`config.mk`:
```
export PLATFORM = sky130hd
export DESIGN_NAME = acrb_register_bank
export DESIGN_NICKNAME = d
export VERILOG_FILES = /design/src/hw/acrb_pkg.sv /design/src/hw/acrb_discard_gate.sv /design/src/hw/acrb_register_bank.sv
export SDC_FILE = /design/constraint.sdc
export NUM_CORES = 1
export LEC_CHECK = 0
export ABC_AREA = 1
export BUFFER_PORTS_ARGS = -buffer_cell sky130_fd_sc_hd__buf_2
export CORE_MARGIN = 2
export CORE_UTILIZATION = 49
export CTS_BUF_LIST = sky130_fd_sc_hd__clkbuf_16
export DETAILED_ROUTE_END_ITERATION = 7
export PLACE_DENSITY = 0.84
export SETUP_SLACK_MARGIN = 0.02
export SYNTH_ARGS = -nofsm -noshare
export SYNTH_HDL_FRONTEND = slang
export SYNTH_SLANG_ARGS = --single-unit
```
`constraint.sdc`:
```
create_clock -name ref_clk -period 2 [get_ports ref_clk]
set_clock_uncertainty 0.1 [all_clocks]
set_input_delay 0.3 -clock ref_clk [delete_from_list [all_inputs] [get_ports ref_clk]]
set_output_delay 0.3 -clock ref_clk [all_outputs]
set_load 0.02 [all_outputs]
```
`src/hw/acrb_pkg.sv`:
```
/*
 * Shared constants of the converter configuration register bank: register
 * indices, field positions, reset values, command encodings and counts.
 * Assumes command bytes arrive already deframed from the serial port.
 */
package acrb_pkg;
	localparam int NUM_REGS = 11;
	localparam logic [4:0] IDX_IDENTITY_AND_OFFSET_SELECT = 5'h00;
	localparam logic [4:0] IDX_MAIN_CONFIGURATION = 5'h01;
	localparam logic [4:0] IDX_INPUT_AND_GAIN_CONFIGURATION = 5'h02;
	localparam logic [4:0] IDX_HIGHPASS_CORNER_LOW = 5'h03;
	localparam logic [4:0] IDX_OFFSET_TRIM_LOW = 5'h05;
	localparam logic [4:0] IDX_GAIN_TRIM_LOW = 5'h08;
	localparam logic [4:0] IDX_GAIN_TRIM_HIGH = 5'h0a;

	// reset values, index order 00h..0Ah
	localparam logic [7:0] RST_IDENTITY_AND_OFFSET_SELECT = 8'h00;
	localparam logic [7:0] RST_MAIN_CONFIGURATION = 8'h52;
	localparam logic [7:0] RST_INPUT_AND_GAIN_CONFIGURATION = 8'h08;
	localparam logic [7:0] RST_HIGHPASS_CORNER_LOW = 8'h32;
	localparam logic [7:0] RST_HIGHPASS_CORNER_HIGH = 8'h03;
	localparam logic [7:0] RST_TRIM_ZERO = 8'h00;
	localparam logic [7:0] RST_GAIN_TRIM_HIGH = 8'h40;
	localparam logic [7:0] RST_VALUES [NUM_REGS] = '{
		RST_IDENTITY_AND_OFFSET_SELECT, RST_MAIN_CONFIGURATION, RST_INPUT_AND_GAIN_CONFIGURATION,
		RST_HIGHPASS_CORNER_LOW, RST_HIGHPASS_CORNER_HIGH, RST_TRIM_ZERO, RST_TRIM_ZERO,
		RST_TRIM_ZERO, RST_TRIM_ZERO, RST_TRIM_ZERO, RST_GAIN_TRIM_HIGH};

	// field positions
	localparam int POS_IDENTITY_NIBBLE = 4;
	localparam int POS_OFFSET_SELECT = 0;
	localparam int POS_SYNC_STYLE = 7;
	localparam int POS_POWER_MODE = 6;
	localparam int POS_OUTPUT_RATE_SELECT = 3;
	localparam int POS_FILTER_PHASE = 2;
	localparam int POS_FILTER_PATH_SELECT = 0;
	localparam int POS_INPUT_SELECT = 4;
	localparam int POS_CHOP = 3;
	localparam int POS_AMPLIFIER_GAIN = 0;

	// command encodings
	localparam logic [2:0] OPC_REGISTER_READ_COMMAND = 3'h1;
	localparam logic [2:0] OPC_REGISTER_WRITE_COMMAND = 3'h2;
	localparam logic [7:0] OPC_GAIN_CAL_COMMAND = 8'h61;

	// readings discarded after a conversion restart
	localparam int DISCARD_READINGS = 63;

	// offset select codes
	localparam logic [1:0] OFS_DISABLED = 2'h0;
	localparam logic [1:0] OFS_100MV = 2'h2;
	localparam logic [1:0] OFS_75MV = 2'h3;

	// output rate codes and the rates they give, samples per second
	localparam logic [2:0] RATE_250 = 3'h0;
	localparam logic [2:0] RATE_500 = 3'h1;
	localparam logic [2:0] RATE_1000 = 3'h2;
	localparam logic [2:0] RATE_2000 = 3'h3;
	localparam logic [2:0] RATE_4000 = 3'h4;
	localparam logic [12:0] SPS_250 = 13'h00fa;
	localparam logic [12:0] SPS_500 = 13'h01f4;
	localparam logic [12:0] SPS_1000 = 13'h03e8;
	localparam logic [12:0] SPS_2000 = 13'h07d0;
	localparam logic [12:0] SPS_4000 = 13'h0fa0;

	typedef enum logic [2:0] {
		ST_IDLE = 3'b000,
		ST_RD_COUNT = 3'b001,
		ST_RD_DATA = 3'b010,
		ST_WR_COUNT = 3'b011,
		ST_WR_DATA = 3'b100,
		ST_CAL = 3'b101
	} acrb_state_t;
endpackage

```
`src/hw/acrb_discard_gate.sv`:
```
/*
 * Counts readings discarded after a conversion restart and flags when
 * results are valid again. Assumes one reading_strobe per finished reading.
 */
`timescale 1ns/100ps
`default_nettype none
module acrb_discard_gate #(
	parameter int DISCARD = acrb_pkg::DISCARD_READINGS
) (
	input wire logic ref_clk,
	input wire logic rst_b,
	input wire logic restart,
	input wire logic reading_strobe,
	output logic readings_valid
);
	logic [6:0] left_reg;

	// restart wins over a reading in the same cycle
	always_ff @(posedge ref_clk) begin
		if (!rst_b)
			left_reg <= 7'(DISCARD);
		else if (restart)
			left_reg <= 7'(DISCARD);
		else if (reading_strobe && left_reg != 7'h00)
			left_reg <= left_reg - 7'h01;
	end

	assign readings_valid = (left_reg == 7'h00) && !restart;
endmodule // acrb_discard_gate
`default_nettype wire

```
`src/hw/acrb_register_bank.sv`:
```
/*
 * Configuration register bank with its command byte parser, gain
 * calibration hand-off and conversion restart after writes.
 * Assumes command bytes arrive deframed, spaced by the host, synchronous.
 */
`timescale 1ns/100ps
`default_nettype none
module acrb_register_bank #(
	parameter logic [3:0] IDENTITY = 4'h5 // arbitrary value
) (
	input wire logic ref_clk,
	input wire logic rst_b,
	input wire logic cmd_valid,
	input wire logic [7:0] cmd_byte,
	input wire logic rd_req,
	output logic rd_valid,
	output logic [7:0] rd_byte,
	output logic gain_cal_start,
	input wire logic gain_cal_done,
	input wire logic [23:0] gain_cal_result,
	output logic conv_restart,
	input wire logic reading_strobe,
	output logic readings_valid,
	output logic [1:0] offset_select,
	output logic offset_enable,
	output logic offset_is_75mv,
	output logic sync_continuous,
	output logic high_resolution,
	output logic [2:0] output_rate_select,
	output logic [12:0] rate_sps,
	output logic rate_valid,
	output logic min_phase,
	output logic [1:0] filter_path_select,
	output logic [2:0] input_select,
	output logic chop_enable,
	output logic [2:0] amplifier_gain,
	output logic [15:0] highpass_corner_word,
	output logic [23:0] offset_trim_word,
	output logic [23:0] gain_trim_word
);
	localparam int N = acrb_pkg::NUM_REGS;

	acrb_pkg::acrb_state_t state_reg;
	logic [4:0] addr_reg;
	logic [4:0] cnt_reg;
	logic [7:0] regs_reg [N];
	logic [7:0] rd_mux;
	logic wr_en;
	logic last_byte;
	logic cal_load;
	logic rd_go;
	logic [4:0] rd_addr_q;

	// ************************************************
	// command parser
	// ************************************************
	assign last_byte = (cnt_reg == 5'h00);
	assign wr_en = (state_reg == acrb_pkg::ST_WR_DATA) && cmd_valid;
	assign cal_load = (state_reg == acrb_pkg::ST_CAL) && gain_cal_done;
	assign rd_go = (state_reg == acrb_pkg::ST_RD_DATA) && rd_req;

	always_ff @(posedge ref_clk) begin
		if (!rst_b) begin
			state_reg <= acrb_pkg::ST_IDLE;
			addr_reg <= 5'h00;
			cnt_reg <= 5'h00;
		end else begin
			case (state_reg)
				acrb_pkg::ST_IDLE: begin
					if (cmd_valid) begin
						addr_reg <= cmd_byte[4:0];
						if (cmd_byte[7:5] == acrb_pkg::OPC_REGISTER_READ_COMMAND)
							state_reg <= acrb_pkg::ST_RD_COUNT;
						else if (cmd_byte[7:5] == acrb_pkg::OPC_REGISTER_WRITE_COMMAND)
							state_reg <= acrb_pkg::ST_WR_COUNT;
						else if (cmd_byte == acrb_pkg::OPC_GAIN_CAL_COMMAND)
							state_reg <= acrb_pkg::ST_CAL;
					end
				end
				acrb_pkg::ST_RD_COUNT: begin
					if (cmd_valid) begin
						cnt_reg <= cmd_byte[4:0];
						state_reg <= acrb_pkg::ST_RD_DATA;
					end
				end
				acrb_pkg::ST_WR_COUNT: begin
					if (cmd_valid) begin
						cnt_reg <= cmd_byte[4:0];
						state_reg <= acrb_pkg::ST_WR_DATA;
					end
				end
				acrb_pkg::ST_RD_DATA, acrb_pkg::ST_WR_DATA: begin
					if (rd_go || wr_en) begin
						addr_reg <= addr_reg + 5'h01;
						cnt_reg <= cnt_reg - 5'h01;
						if (last_byte)
							state_reg <= acrb_pkg::ST_IDLE;
					end
				end
				acrb_pkg::ST_CAL: begin
					// other commands are ignored while calibration runs
					if (gain_cal_done)
						state_reg <= acrb_pkg::ST_IDLE;
				end
				default: state_reg <= acrb_pkg::ST_IDLE;
			endcase
		end
	end

	always_ff @(posedge ref_clk) begin
		if (!rst_b)
			gain_cal_start <= 1'b0;
		else
			gain_cal_start <= (state_reg == acrb_pkg::ST_IDLE) && cmd_valid
				&& (cmd_byte == acrb_pkg::OPC_GAIN_CAL_COMMAND);
	end

	always_ff @(posedge ref_clk) begin
		if (!rst_b)
			conv_restart <= 1'b0;
		else
			conv_restart <= wr_en && last_byte;
	end

	// ************************************************
	// register storage
	// ************************************************
	// unmapped addresses swallow writes and read as zero
	genvar gi;
	generate
		for (gi = 0; gi < N; gi++) begin : g_reg
			// split so the calibration slice is only built where it is in range
			if (gi >= int'(acrb_pkg::IDX_GAIN_TRIM_LOW)) begin : g_cal
				always_ff @(posedge ref_clk) begin
					if (!rst_b)
						regs_reg[gi] <= acrb_pkg::RST_VALUES[gi];
					else if (cal_load)
						regs_reg[gi] <= gain_cal_result[8*(gi-int'(acrb_pkg::IDX_GAIN_TRIM_LOW)) +: 8];
					else if (wr_en && addr_reg == 5'(gi))
						regs_reg[gi] <= cmd_byte;
				end
			end else begin : g_plain
				always_ff @(posedge ref_clk) begin
					if (!rst_b)
						regs_reg[gi] <= acrb_pkg::RST_VALUES[gi];
					else if (wr_en && addr_reg == 5'(gi)) begin
						if (gi == int'(acrb_pkg::IDX_IDENTITY_AND_OFFSET_SELECT))
							regs_reg[gi] <= {4'h0, cmd_byte[3:0]};
						else
							regs_reg[gi] <= cmd_byte;
					end
				end
			end
		end
	endgenerate

	always_comb begin
		rd_mux = 8'h00;
		if (addr_reg == acrb_pkg::IDX_IDENTITY_AND_OFFSET_SELECT)
			rd_mux = {IDENTITY, regs_reg[0][3:0]};
		else if (addr_reg <= acrb_pkg::IDX_GAIN_TRIM_HIGH)
			rd_mux = regs_reg[addr_reg[3:0]];
	end

	always_ff @(posedge ref_clk) begin
		if (!rst_b) begin
			rd_valid <= 1'b0;
			rd_byte <= 8'h00;
			rd_addr_q <= 5'h00;
		end else begin
			rd_valid <= rd_go;
			rd_addr_q <= addr_reg;
			if (rd_go)
				rd_byte <= rd_mux;
		end
	end

	// ************************************************
	// decoded configuration
	// ************************************************
	assign offset_select = regs_reg[0][acrb_pkg::POS_OFFSET_SELECT +: 2];
	assign sync_continuous = regs_reg[1][acrb_pkg::POS_SYNC_STYLE];
	assign high_resolution = regs_reg[1][acrb_pkg::POS_POWER_MODE];
	assign output_rate_select = regs_reg[1][acrb_pkg::POS_OUTPUT_RATE_SELECT +: 3];
	assign min_phase = regs_reg[1][acrb_pkg::POS_FILTER_PHASE];
	assign filter_path_select = regs_reg[1][acrb_pkg::POS_FILTER_PATH_SELECT +: 2];
	assign input_select = regs_reg[2][acrb_pkg::POS_INPUT_SELECT +: 3];
	assign chop_enable = regs_reg[2][acrb_pkg::POS_CHOP];
	assign amplifier_gain = regs_reg[2][acrb_pkg::POS_AMPLIFIER_GAIN +: 3];
	assign highpass_corner_word = {regs_reg[4], regs_reg[3]};
	assign offset_trim_word = {regs_reg[7], regs_reg[6], regs_reg[5]};
	assign gain_trim_word = {regs_reg[10], regs_reg[9], regs_reg[8]};

	// reserved offset code behaves as disabled
	always_ff @(posedge ref_clk) begin
		if (!rst_b) begin
			offset_enable <= 1'b0;
			offset_is_75mv <= 1'b0;
		end else begin
			offset_enable <= (offset_select == acrb_pkg::OFS_100MV) || (offset_select == acrb_pkg::OFS_75MV);
			offset_is_75mv <= (offset_select == acrb_pkg::OFS_75MV);
		end
	end

	always_ff @(posedge ref_clk) begin
		if (!rst_b) begin
			rate_sps <= acrb_pkg::SPS_1000;
			rate_valid <= 1'b1;
		end else begin
			rate_valid <= 1'b1;
			case (output_rate_select)
				acrb_pkg::RATE_250: rate_sps <= acrb_pkg::SPS_250;
				acrb_pkg::RATE_500: rate_sps <= acrb_pkg::SPS_500;
				acrb_pkg::RATE_1000: rate_sps <= acrb_pkg::SPS_1000;
				acrb_pkg::RATE_2000: rate_sps <= acrb_pkg::SPS_2000;
				acrb_pkg::RATE_4000: rate_sps <= acrb_pkg::SPS_4000;
				default: begin
					rate_sps <= 13'h0000;
					rate_valid <= 1'b0;
				end
			endcase
		end
	end

	acrb_discard_gate #(
		.DISCARD(acrb_pkg::DISCARD_READINGS)
	) u_gate (
		.ref_clk(ref_clk),
		.rst_b(rst_b),
		.restart(conv_restart),
		.reading_strobe(reading_strobe),
		.readings_valid(readings_valid)
	);
endmodule // acrb_register_bank
`default_nettype wire

```
==> results of run 1 <==
## power by group
group,total (mW),internal (mW),switching (mW)
Combinational,3.56,1.11,2.46
Clock,3.05,1.84,1.21
Sequential,3.43,3.18,0.247
## placed cells by master (no fill, tap or decap), types with 8 or more instances in the layout
master / synthesis / routed
inv_1: 79 / 80
buf_2: 9 / 144
nand2_2: 7 / 9
dfxtp_1: 48 / 48
nand2_1: 177 / 175
nor2_2: 8 / 8
nor2_1: 113 / 113
a21oi_1: 25 / 24
o21ai_0: 51 / 51
clkbuf_16: 0 / 17
nand3_1: 68 / 68
edfxtp_1: 84 / 84
buf_4: 11 / 27
## per-layer routing
| metal | vias to the layer above | GRT usage [%] |
|---|---|---|
| li1 | 2808 | - |
| met1 | 2677 | 34.0 |
| met2 | 335 | 40.9 |
| met3 | 48 | 6.32 |
| met4 | 0 | 10.5 |
| met5 | - | 0 |
## worst reg2reg max path, cell delays in order (launching register included)
cell,delay [ns]
dfxtp_1,0.36
inv_1,0.12
ha_1,0.16
inv_1,0.04
nor2_1,0.12
buf_4,0.18
nand2_1,0.06
nand2_1,0.10
nand2_1,0.14
a21oi_1,0.26
nand2_1,0.10
a21oi_1,0.12
## logic make-up after synthesis
logic type	Yosys count	synth area share, %
adders and majority gates	7	1.34
buffers and inverters	126	8.15
and+or+nand+nor	400	27.9
other	1	0.0573
xor gates and xnor gates	4	0.536
AOI/OAI and AO/OA	97	8.11
DFF	132	53.3
muxes	4	0.612
## through the flow
stage	setup WS, ns	power (mW)
after floorplan	-0.0173	5.88
after global placement	0.168	6.82
after detailed placement	0.126	6.90
after CTS	0.109	9.96
after global routing	0.0247	10.5
final	0.0814	10.0
## cell type report
class	instances	area, um^2
tap	176	220
multi-input combinational	514	2540
inverter	89	334
timing repair buffer	171	923
clock buffer	17	425
sequential	132	3480
fill	1091	5060
clock inverter	15	158
## path summary, 6_finish.rpt
check	end	slack, ns	start	depth (start not counted)
hold / removal	regs_reg[9][1]$_DFFE_PP_	0.06	gain_cal_result[9]	3
hold reg to reg	u_gate.left_reg[6]$_SDFFE_PP0P_	0.37	u_gate.left_reg[6]$_SDFFE_PP0P_	2
setup reg to reg	rd_byte[0]$_SDFFE_PN0P_	0.08	addr_reg[0]$_SDFFE_PN0N_	11
setup / recovery	rd_byte[0]$_SDFFE_PN0P_	0.08	addr_reg[0]$_SDFFE_PN0N_	11
## what timing repair did
action / CTS / global route
buffers inserted: 0 / 0
gates resized for setup: 0 / 3
setup endpoints to repair: 0 / 9
==> results.md, run 1 <==
- Detail-routed net length per standard cell: 16.1 um
- Fmax: 0.521 GHz
- GPL Wtd Cong: 0.927
- VDD IR max: 0.000675 V
- Setup_tns: 0 ns
- Rows: 42
- CTS Sinks: 132
- Most frequent cell after synthesis: nand2_1
- Status: completed
- Register area share after synthesis: 53.3%
- Wire length on met3: 1780 um
- Final Non-Filler Cells: 1114
- Yosys cell types: 40
- 1st-pass router iterations: 5
- Reg clk slew, reported paths: 0.06 ns
- Post-synthesis area per instance: 8.48 um^2
- Layout cells sized above 1: 27.0%
- Starting Density: 49.8%
- Slew Limit Fails: 0
- EDFF count, synth: 84
- Design Area, Final: 8080 um^2
- Startpoint types: register
- Final wirelength: 17900 um
- Pwr dens: 1240 nW/um^2
- Crit path arrival time: 2.17 ns
- WP buf/inv: 3
- Die H: 120 um
- Delay-heaviest family, CP: simple AND/OR/NAND/NOR gates
- Via count: 5868
- Critical setup path kind: reg -> reg
- Crit path cell chain: inv_1 > ha_1 > inv_1 > nor2_1 > buf_4 > nand2_1 > nand2_1 > nand2_1 > a21oi_1 > nand2_1 > a21oi_1
- Master cell of the clock root buffer: clkbuf_16
- Initial antenna violation count: 0
- RSZ-0062 raised after global routing: false
- Global-route wire length before repair: 27800 um
- Post-CTS Hold Buffers: 0
- Ys Warns: 0
- Congestion Overflow GR: 0
- CTS Buf Count: 17
- Max-cap violations: 0
- CP required: 2.25 ns
- Hold_ws: 0.0591 ns
- Largest register FFs: 84
- Fin. Hold Viols: 0
- Area growth syn-to-layout: 23.6%
- Routed Antenna Nets: 0
- Flop and latch count out of synthesis: 132
- Vias in the first global route: 5437
- Worst relative slew slack: 58.9%
- Vias per inst: 5.27
- Final nets: 970
- Finish-stage setup viols: 0
- P_leak: 3.68 nW
- Leading area contributor after synthesis: edfxtp_1
- Largest net degree at the start of global routing: 28
- Slowest CP cell: dfxtp_1
- Worst-Skew Late Latency: 0.42 ns
- Worst-path maximum fanout: 5
- Most common library cells after synthesis: 177 x nand2_1, 113 x nor2_1, 84 x edfxtp_1
- CTS max path bufs: 2
- Met2 wire len: 8390 um
- Met1 wire length: 7110 um
- DIE AREA: 14300 um^2
- Slew @ Worst Pin: 0.616 ns
- Most common cell on crit path: nand2_1
- Post-route DRC: 0
- Synth area leaders: edfxtp_1 39%, dfxtp_1 15%, nand2_1 10%
- Fin util: 61.5%
- CP max stage delay: 0.36 ns
- Max Used Layer: met4
- Min Tclk post-route: 1.92 ns
- # IOs: 147
- H-tree levels: 4
- Top_reg_cell synth: edfxtp_1
- Hold WC Path Type: in -> reg
- Placed cell areas: 7490 um^2
- Critical Path Sink Type: register
- Share of the synthesized area in the top cell type: 38.6%
- 1st-iter DRT viols: 627
- Die width: 120 um
- Period utilisation layout: 95.9%
- Total core area: 13100 um^2
- Antenna cell count: 0
- TritonCTS clock tree: done
- Mapped Area: 6540 um^2
- IO Port Bufs: 144
- Mapped Cells: 771
- HPWL after detailed placement: 13000 um
- Tot GR Track Use: 25.8%
- Dpl cells: 1082
- Fraction of registers with async set/reset: 0%
No activity file was read; power rests on OpenSTA's default activity.
==> run 2: changes to the inputs <==
--- a/config.mk
+++ b/config.mk
@@ -11,7 +11,7 @@
 export CORE_UTILIZATION = 49
 export CTS_BUF_LIST = sky130_fd_sc_hd__clkbuf_16
 export DETAILED_ROUTE_END_ITERATION = 7
-export PLACE_DENSITY = 0.84
+export PLACE_DENSITY_LB_ADDON = 0.15
 export SETUP_SLACK_MARGIN = 0.02
 export SYNTH_ARGS = -nofsm -noshare
 export SYNTH_HDL_FRONTEND = slang
==> run 2 against run 1 <==
Effect of this change: register-to-register slack gained 0.04 ns; utilization shrank 0.52 points; setup slack gained 0.037 ns; sequential power is essentially flat; critical path depth shrank 4; first-iteration DRC count grew 8.9%; worst hold slack gained 0.0041 ns; wire length grew 3.4%; die area is the same; non-clock buffer count grew 1; sequential share of layout area grew 0.37 points; fmax grew 2.0%; critical endpoint is now readings_valid; largest cell class unchanged.
==> results.md, run 2 (synthesized netlist as in run 1, its figures left out) <==
- H-tree levels: 4 (unchanged)
- Worst-path maximum fanout: 4 (was 5)
- Post-Place Worst Slack: 0.175 ns (was 0.126 ns)
- Congestion Overflow GR: 0 (unchanged)
- Fin. Hold Viols: 0 (unchanged)
- Placed cell areas: 7500 um^2 (was 7490 um^2)
- # IOs: 147 (unchanged)
- Via count: 5863 (was 5868)
- Starting Density: 49.8% (unchanged)
- Period utilisation layout: 94.1% (was 95.9%)
- RSZ-0062 raised after global routing: false (unchanged)
- Post-route DRC: 0 (unchanged)
- Pwr dens: 1200 nW/um^2 (was 1240 nW/um^2)
- GPL Wtd Cong: 0.902 (was 0.927)
- Max-cap violations: 0 (unchanged)
- Final nets: 971 (was 970)
- Hold_ws: 0.0632 ns (was 0.0591 ns)
- Fin util: 61.0% (was 61.5%)
- DIE AREA: 14300 um^2 (unchanged)
- Startpoint types: register (unchanged)
- HPWL after detailed placement: 14000 um (was 13000 um)
- Delay-heaviest family, CP: buffers and inverters (was simple AND/OR/NAND/NOR gates)
- Critical Path Sink Type: output port (was register)
- Fmax: 0.532 GHz (was 0.521 GHz)
- Setup_tns: 0 ns (unchanged)
- Most frequent cells in the layout: 176 x nand2_1, 143 x buf_2, 113 x nor2_1, 84 x inv_1, 84 x edfxtp_1 (was 175 x nand2_1, 144 x buf_2, 113 x nor2_1, 84 x edfxtp_1, 80 x inv_1)
- Layout cells sized above 1: 26.0% (was 27.0%)
- Critical setup path kind: reg -> out (was reg -> reg)
- Largest net degree at the start of global routing: 25 (was 28)
- Global-route wire length before repair: 28000 um (was 27800 um)
- Slowest CP cell: dfxtp_1 (unchanged)
- Antenna cell count: 0 (unchanged)
- Crit path arrival time: 1.48 ns (was 2.17 ns)
- Finish-stage setup viols: 0 (unchanged)
- Die H: 120 um (unchanged)
- Crit path cell chain: inv_1 > ha_1 > nand2_1 > nor2_1 > inv_1 > nor2_1 > buf_4 (was inv_1 > ha_1 > inv_1 > nor2_1 > buf_4 > nand2_1 > nand2_1 > nand2_1 > a21oi_1 > nand2_1 > a21oi_1)
- Master cell of the clock root buffer: clkbuf_16 (unchanged)
- Slew Limit Fails: 0 (unchanged)
- Reg clk slew, reported paths: 0.06 ns (about the same)
- Detail-routed net length per standard cell: 16.6 um (was 16.1 um)
- Vias in the first global route: 5357 (was 5437)
- TritonCTS clock tree: done (unchanged)
- Most common cell after layout, fill and taps aside: nand2_1 (unchanged)
- Worst relative slew slack: 59.0% (was 58.9%)
- Final wirelength: 18500 um (was 17900 um)
- Status: completed (unchanged)
- Worst-Skew Late Latency: 0.42 ns (about the same)
- CTS Sinks: 132 (unchanged)
- Design Area, Final: 8010 um^2 (was 8080 um^2)
- Total core area: 13100 um^2 (unchanged)
- Final Non-Filler Cells: 1114 (unchanged)
- VDD IR max: 0.000716 V (was 0.000675 V)
- Area growth syn-to-layout: 22.5% (was 23.6%)
- Dpl cells: 1083 (was 1082)
- Post-CTS Hold Buffers: 0 (unchanged)
- Hold WC Path Type: in -> reg (unchanged)
- Tot GR Track Use: 26.1% (was 25.8%)
- Post-CTS Setup Bufs: 0 (unchanged)
- 1st-iter DRT viols: 683 (was 627)
- CP required: 1.60 ns (was 2.25 ns)
- WP buf/inv: 3 (unchanged)
- Rows: 42 (unchanged)
- Largest register FFs: 84 (unchanged)
- CTS Buf Count: 17 (unchanged)
- 1st-pass router iterations: 5 (unchanged)
- Routed Antenna Nets: 0 (unchanged)
- Vias per inst: 5.26 (was 5.27)
- P_leak: 3.69 nW (was 3.68 nW)
- Min Tclk post-route: 1.88 ns (was 1.92 ns)
- Worst setup margin: 0.119 ns (was 0.0814 ns)
- Pwr Total: 9.60 mW (was 10.0 mW)
- CTS max path bufs: 2 (unchanged)
- Die width: 120 um (unchanged)
- Initial antenna violation count: 0 (unchanged)
- CP max stage delay: 0.31 ns (was 0.36 ns)
- IO Port Bufs: 144 (unchanged)
- Slew @ Worst Pin: 0.615 ns (was 0.616 ns)
==> run 2: cell count changes in the layout (fill, tap and decap cells not counted), sizes merged <==
cell / before / now
clkinvlp: 6 / 0
buf: 171 / 172
inv: 90 / 91
clkinv: 6 / 11
bufinv: 2 / 1
==> run 2: worst min-delay path: cells and delay by family <==
family                 cells  cell delay (ns)
buffers and inverters      1             0.08
AO/OA/AOI/OAI              1             0.06
AND/OR/NAND/NOR            1             0.04
==> run 2: worst paths after layout <==
| check | startpoint | endpoint | slack, ns | cells after the start |
|---|---|---|---|---|
| setup / recovery | u_gate.left_reg[0]$_SDFFE_PP1P_ | readings_valid | 0.12 | 7 |
| setup reg to reg | addr_reg[0]$_SDFFE_PN0N_ | rd_byte[3]$_SDFFE_PN0P_ | 0.12 | 11 |
| hold reg to reg | cnt_reg[2]$_SDFFE_PN0P_ | cnt_reg[2]$_SDFFE_PN0P_ | 0.37 | 2 |
| hold / removal | gain_cal_result[9] | regs_reg[9][1]$_DFFE_PP_ | 0.06 | 3 |
==> run 2: area by class of cell <==
type,count,area (um^2)
inverter,89,334
tap,176,220
clock buffer,17,425
timing repair buffer,172,933
multi-input combinational,514,2530
fill,1202,5130
sequential,132,3480
clock inverter,14,85.1
==> run 2: power by group <==
| part | switching (mW) | leakage (nW) | internal (mW) |
|---|---|---|---|
| Sequential | 0.264 | 1.23 | 3.18 |
| Clock | 1.07 | 0.275 | 1.65 |
| Combinational | 2.34 | 2.19 | 1.11 |
==> run 2: routing by layer <==
layer / track usage, % / wire, um
met1: 36.6 / 7920
met2: 40.1 / 8550
met3: 5.56 / 1710
met4: 9.71 / 328
met5: 0 / 0
==> run 2: what timing repair did <==
action,4_1_cts,5_1_grt
endpoints found under the setup margin,0,3
hold endpoints to repair,0,0
gates resized for setup,0,2
==> run 3: changes to the inputs <==
--- a/config.mk
+++ b/config.mk
@@ -7,12 +7,14 @@
 export LEC_CHECK = 0
 export ABC_AREA = 1
 export BUFFER_PORTS_ARGS = -buffer_cell sky130_fd_sc_hd__buf_2
+export CORE_ASPECT_RATIO = 1.4
 export CORE_MARGIN = 2
 export CORE_UTILIZATION = 49
 export CTS_BUF_LIST = sky130_fd_sc_hd__clkbuf_16
 export DETAILED_ROUTE_END_ITERATION = 7
 export PLACE_DENSITY_LB_ADDON = 0.15
 export SETUP_SLACK_MARGIN = 0.02
+export SKIP_CTS_REPAIR_TIMING = 1
 export SYNTH_ARGS = -nofsm -noshare
 export SYNTH_HDL_FRONTEND = slang
 export SYNTH_SLANG_ARGS = --single-unit
==> run 3 against run 2 <==
Effect of this change: non-clock buffer count is 4 higher; final cell count rose by 0.63%; sequential power is essentially flat; flip-flop and latch count unchanged; critical path type unchanged; critical endpoint unchanged; total power is 4.7% higher; combinational power up 2%; largest power group is now combinational cells; first-iteration DRC count is 57% lower.
==> results.md, run 3 (synthesized netlist as in run 1, its figures left out) <==
- Status: completed (unchanged)
- H-tree levels: 4 (unchanged)
- Most common cell after layout, fill and taps aside: nand2_1 (unchanged)
- M3 GR Usage: 5.70% (was 5.56%)
- Reg clk slew, reported paths: 0.06 ns (about the same)
- TritonCTS clock tree: done (unchanged)
- CTS Sinks: 132 (unchanged)
- Tot GR Track Use: 27.6% (was 26.1%)
- Design Area, Final: 8130 um^2 (was 8010 um^2)
- Final wirelength: 19200 um (was 18500 um)
- Fmax: 0.536 GHz (was 0.532 GHz)
- Total core area: 12900 um^2 (was 13100 um^2)
- Initial antenna violation count: 0 (unchanged)
- Met2 Track Usage GR: 50.9% (was 40.1%)
- IO Port Bufs: 144 (unchanged)
- Multi-input gate area: 2530 um^2 (about the same)
- Layout cells sized above 1: 27.4% (was 26.0%)
- Master cell of the clock root buffer: clkbuf_16 (unchanged)
- Final nets: 975 (was 971)
- # IOs: 147 (unchanged)
- Detail-routed net length per standard cell: 17.1 um (was 16.6 um)
- DIE AREA: 14300 um^2 (about the same)
- Worst-Skew Late Latency: 0.42 ns (about the same)
- GRT Max-Usage Layer: met2 (unchanged)
- Pwr dens: 1240 nW/um^2 (was 1200 nW/um^2)
- Pwr Total: 10.1 mW (was 9.60 mW)
- Hold_ws: 0.0695 ns (was 0.0632 ns)
- Final Non-Filler Cells: 1121 (was 1114)
- Via count: 5855 (was 5863)
- Dpl cells: 1089 (was 1083)
- Setup_tns: 0 ns (unchanged)
- Routed Antenna Nets: 0 (unchanged)
- Finish-stage setup viols: 0 (unchanged)
- Worst setup margin: 0.135 ns (was 0.119 ns)
- 1st-iter DRT viols: 295 (was 683)
- Congestion Overflow GR: 0 (unchanged)
- RSZ-0062 raised after global routing: true (was false)
- P_int: 6.25 mW (was 5.93 mW)
- HPWL after detailed placement: 14800 um (was 14000 um)
- FF+latch area: 3480 um^2 (unchanged)
- Die width: 102 um (was 120 um)
- Sw Ratio: 37.8% (was 38.2%)
- Vias in the first global route: 5897 (was 5357)
- Placed cell areas: 7530 um^2 (was 7500 um^2)
- Worst relative slew slack: 65.1% (was 59.0%)
- Crit path arrival time: 1.47 ns (was 1.48 ns)
- Clock network fraction of total power: 30.8% (was 28.3%)
- FILL cells: 1130 (was 1202)
- Vias per inst: 5.22 (was 5.26)
- Max-cap violations: 0 (unchanged)
- Period utilisation layout: 93.3% (was 94.1%)
- GPL Wtd Cong: 0.913 (was 0.902)
- Slew @ Worst Pin: 0.524 ns (was 0.615 ns)
- 1st-pass router iterations: 6 (was 5)
- Hold WC Path Type: in -> reg (unchanged)
- Post-route DRC: 0 (unchanged)
- Sequential power share: 34.2% (was 35.9%)
- Startpoint types: register (unchanged)
- Fin util: 62.8% (was 61.0%)
- Antenna cell count: 0 (unchanged)
- Fin. Hold Viols: 0 (unchanged)
- CTS Buf Count: 17 (unchanged)
- Area growth syn-to-layout: 24.3% (was 22.5%)
- Post-Place Worst Slack: 0.115 ns (was 0.175 ns)
- Critical setup path kind: reg -> out (unchanged)
- Starting Density: 50.6% (was 49.8%)
- CP required: 1.60 ns (about the same)
- Min Tclk post-route: 1.87 ns (was 1.88 ns)
- P_leak: 3.71 nW (was 3.69 nW)
- Global-route wire length before repair: 29800 um (was 28000 um)
- Largest register FFs: 84 (unchanged)
- Most frequent cells in the layout: 175 x nand2_1, 144 x buf_2, 112 x nor2_1, 84 x edfxtp_1, 78 x inv_1 (was 176 x nand2_1, 143 x buf_2, 113 x nor2_1, 84 x inv_1, 84 x edfxtp_1)
- Critical Path Sink Type: output port (unchanged)
- Rows: 49 (was 42)
- M1 GR Usage: 29.9% (was 36.6%)
- Die H: 141 um (was 120 um)
- Net switching power of the design: 3.80 mW (was 3.67 mW)
- Slew Limit Fails: 0 (unchanged)
- Largest net degree at the start of global routing: 25 (unchanged)
- VDD IR max: 0.000854 V (was 0.000716 V)
- Gate power share: 35.0% (was 35.8%)
- Worst-path maximum fanout: 4 (unchanged)
- CTS max path bufs: 2 (unchanged)
## run 3: changes by cell type in the layout (fill, tap and decap cells not counted), moves of 2 or more
cell | previous run | this run
clkinv_4 | 0 | 2
buf_4 | 29 | 32
clkinvlp_4 | 0 | 4
bufinv_16 | 1 | 3
inv_1 | 84 | 78
## run 3: power by group through the flow
stage / clock network [mW] / logic, mW / registers [mW]
after global routing: 3.22 / 3.88 / 3.47
final: 3.10 / 3.52 / 3.44
after floorplan: 0 / 2.33 / 3.54
after CTS: 3.11 / 3.51 / 3.44
after detailed placement: 0 / 3.49 / 3.49
after global placement: 0 / 3.42 / 3.47
## run 3: path summary, 6_finish.rpt
kind	from	endpoint	slack, ns	cells past startpoint
worst min-delay path	gain_cal_result[3]	regs_reg[8][3]$_SDFFCE_PN0P_	0.07	3
worst max-delay path	u_gate.left_reg[0]$_SDFFE_PP1P_	readings_valid	0.13	7
worst max register to register	state_reg[2]$_SDFFE_PN0P_	regs_reg[4][1]$_SDFFCE_PN1P_	0.13	7
worst min register to register	u_gate.left_reg[6]$_SDFFE_PP0P_	u_gate.left_reg[6]$_SDFFE_PP0P_	0.38	2
## run 3: final cells by class
cell class | count | share of cell area (%)
clock inverter | 15 | 2.03
sequential | 132 | 42.9
tap | 178 | 2.74
clock buffer | 17 | 5.23
inverter | 89 | 4.11
timing repair buffer | 176 | 11.8
multi-input combinational | 514 | 31.2
## run 3: critical path: stages (launching register included)
cell     delay (ns)
dfxtp_1        0.33
inv_2          0.08
ha_1           0.15
nand2_1        0.07
nor2_2         0.14
inv_1          0.05
nor2_1         0.07
buf_2          0.16
## run 3: metal layers
| metal | vias to the layer above | wire (um) |
|---|---|---|
| met4 | 0 | 612 |
| li1 | 2814 | - |
| met1 | 2762 | 6830 |
| met3 | 42 | 1120 |
| met2 | 237 | 10600 |
| met5 | - | 0 |
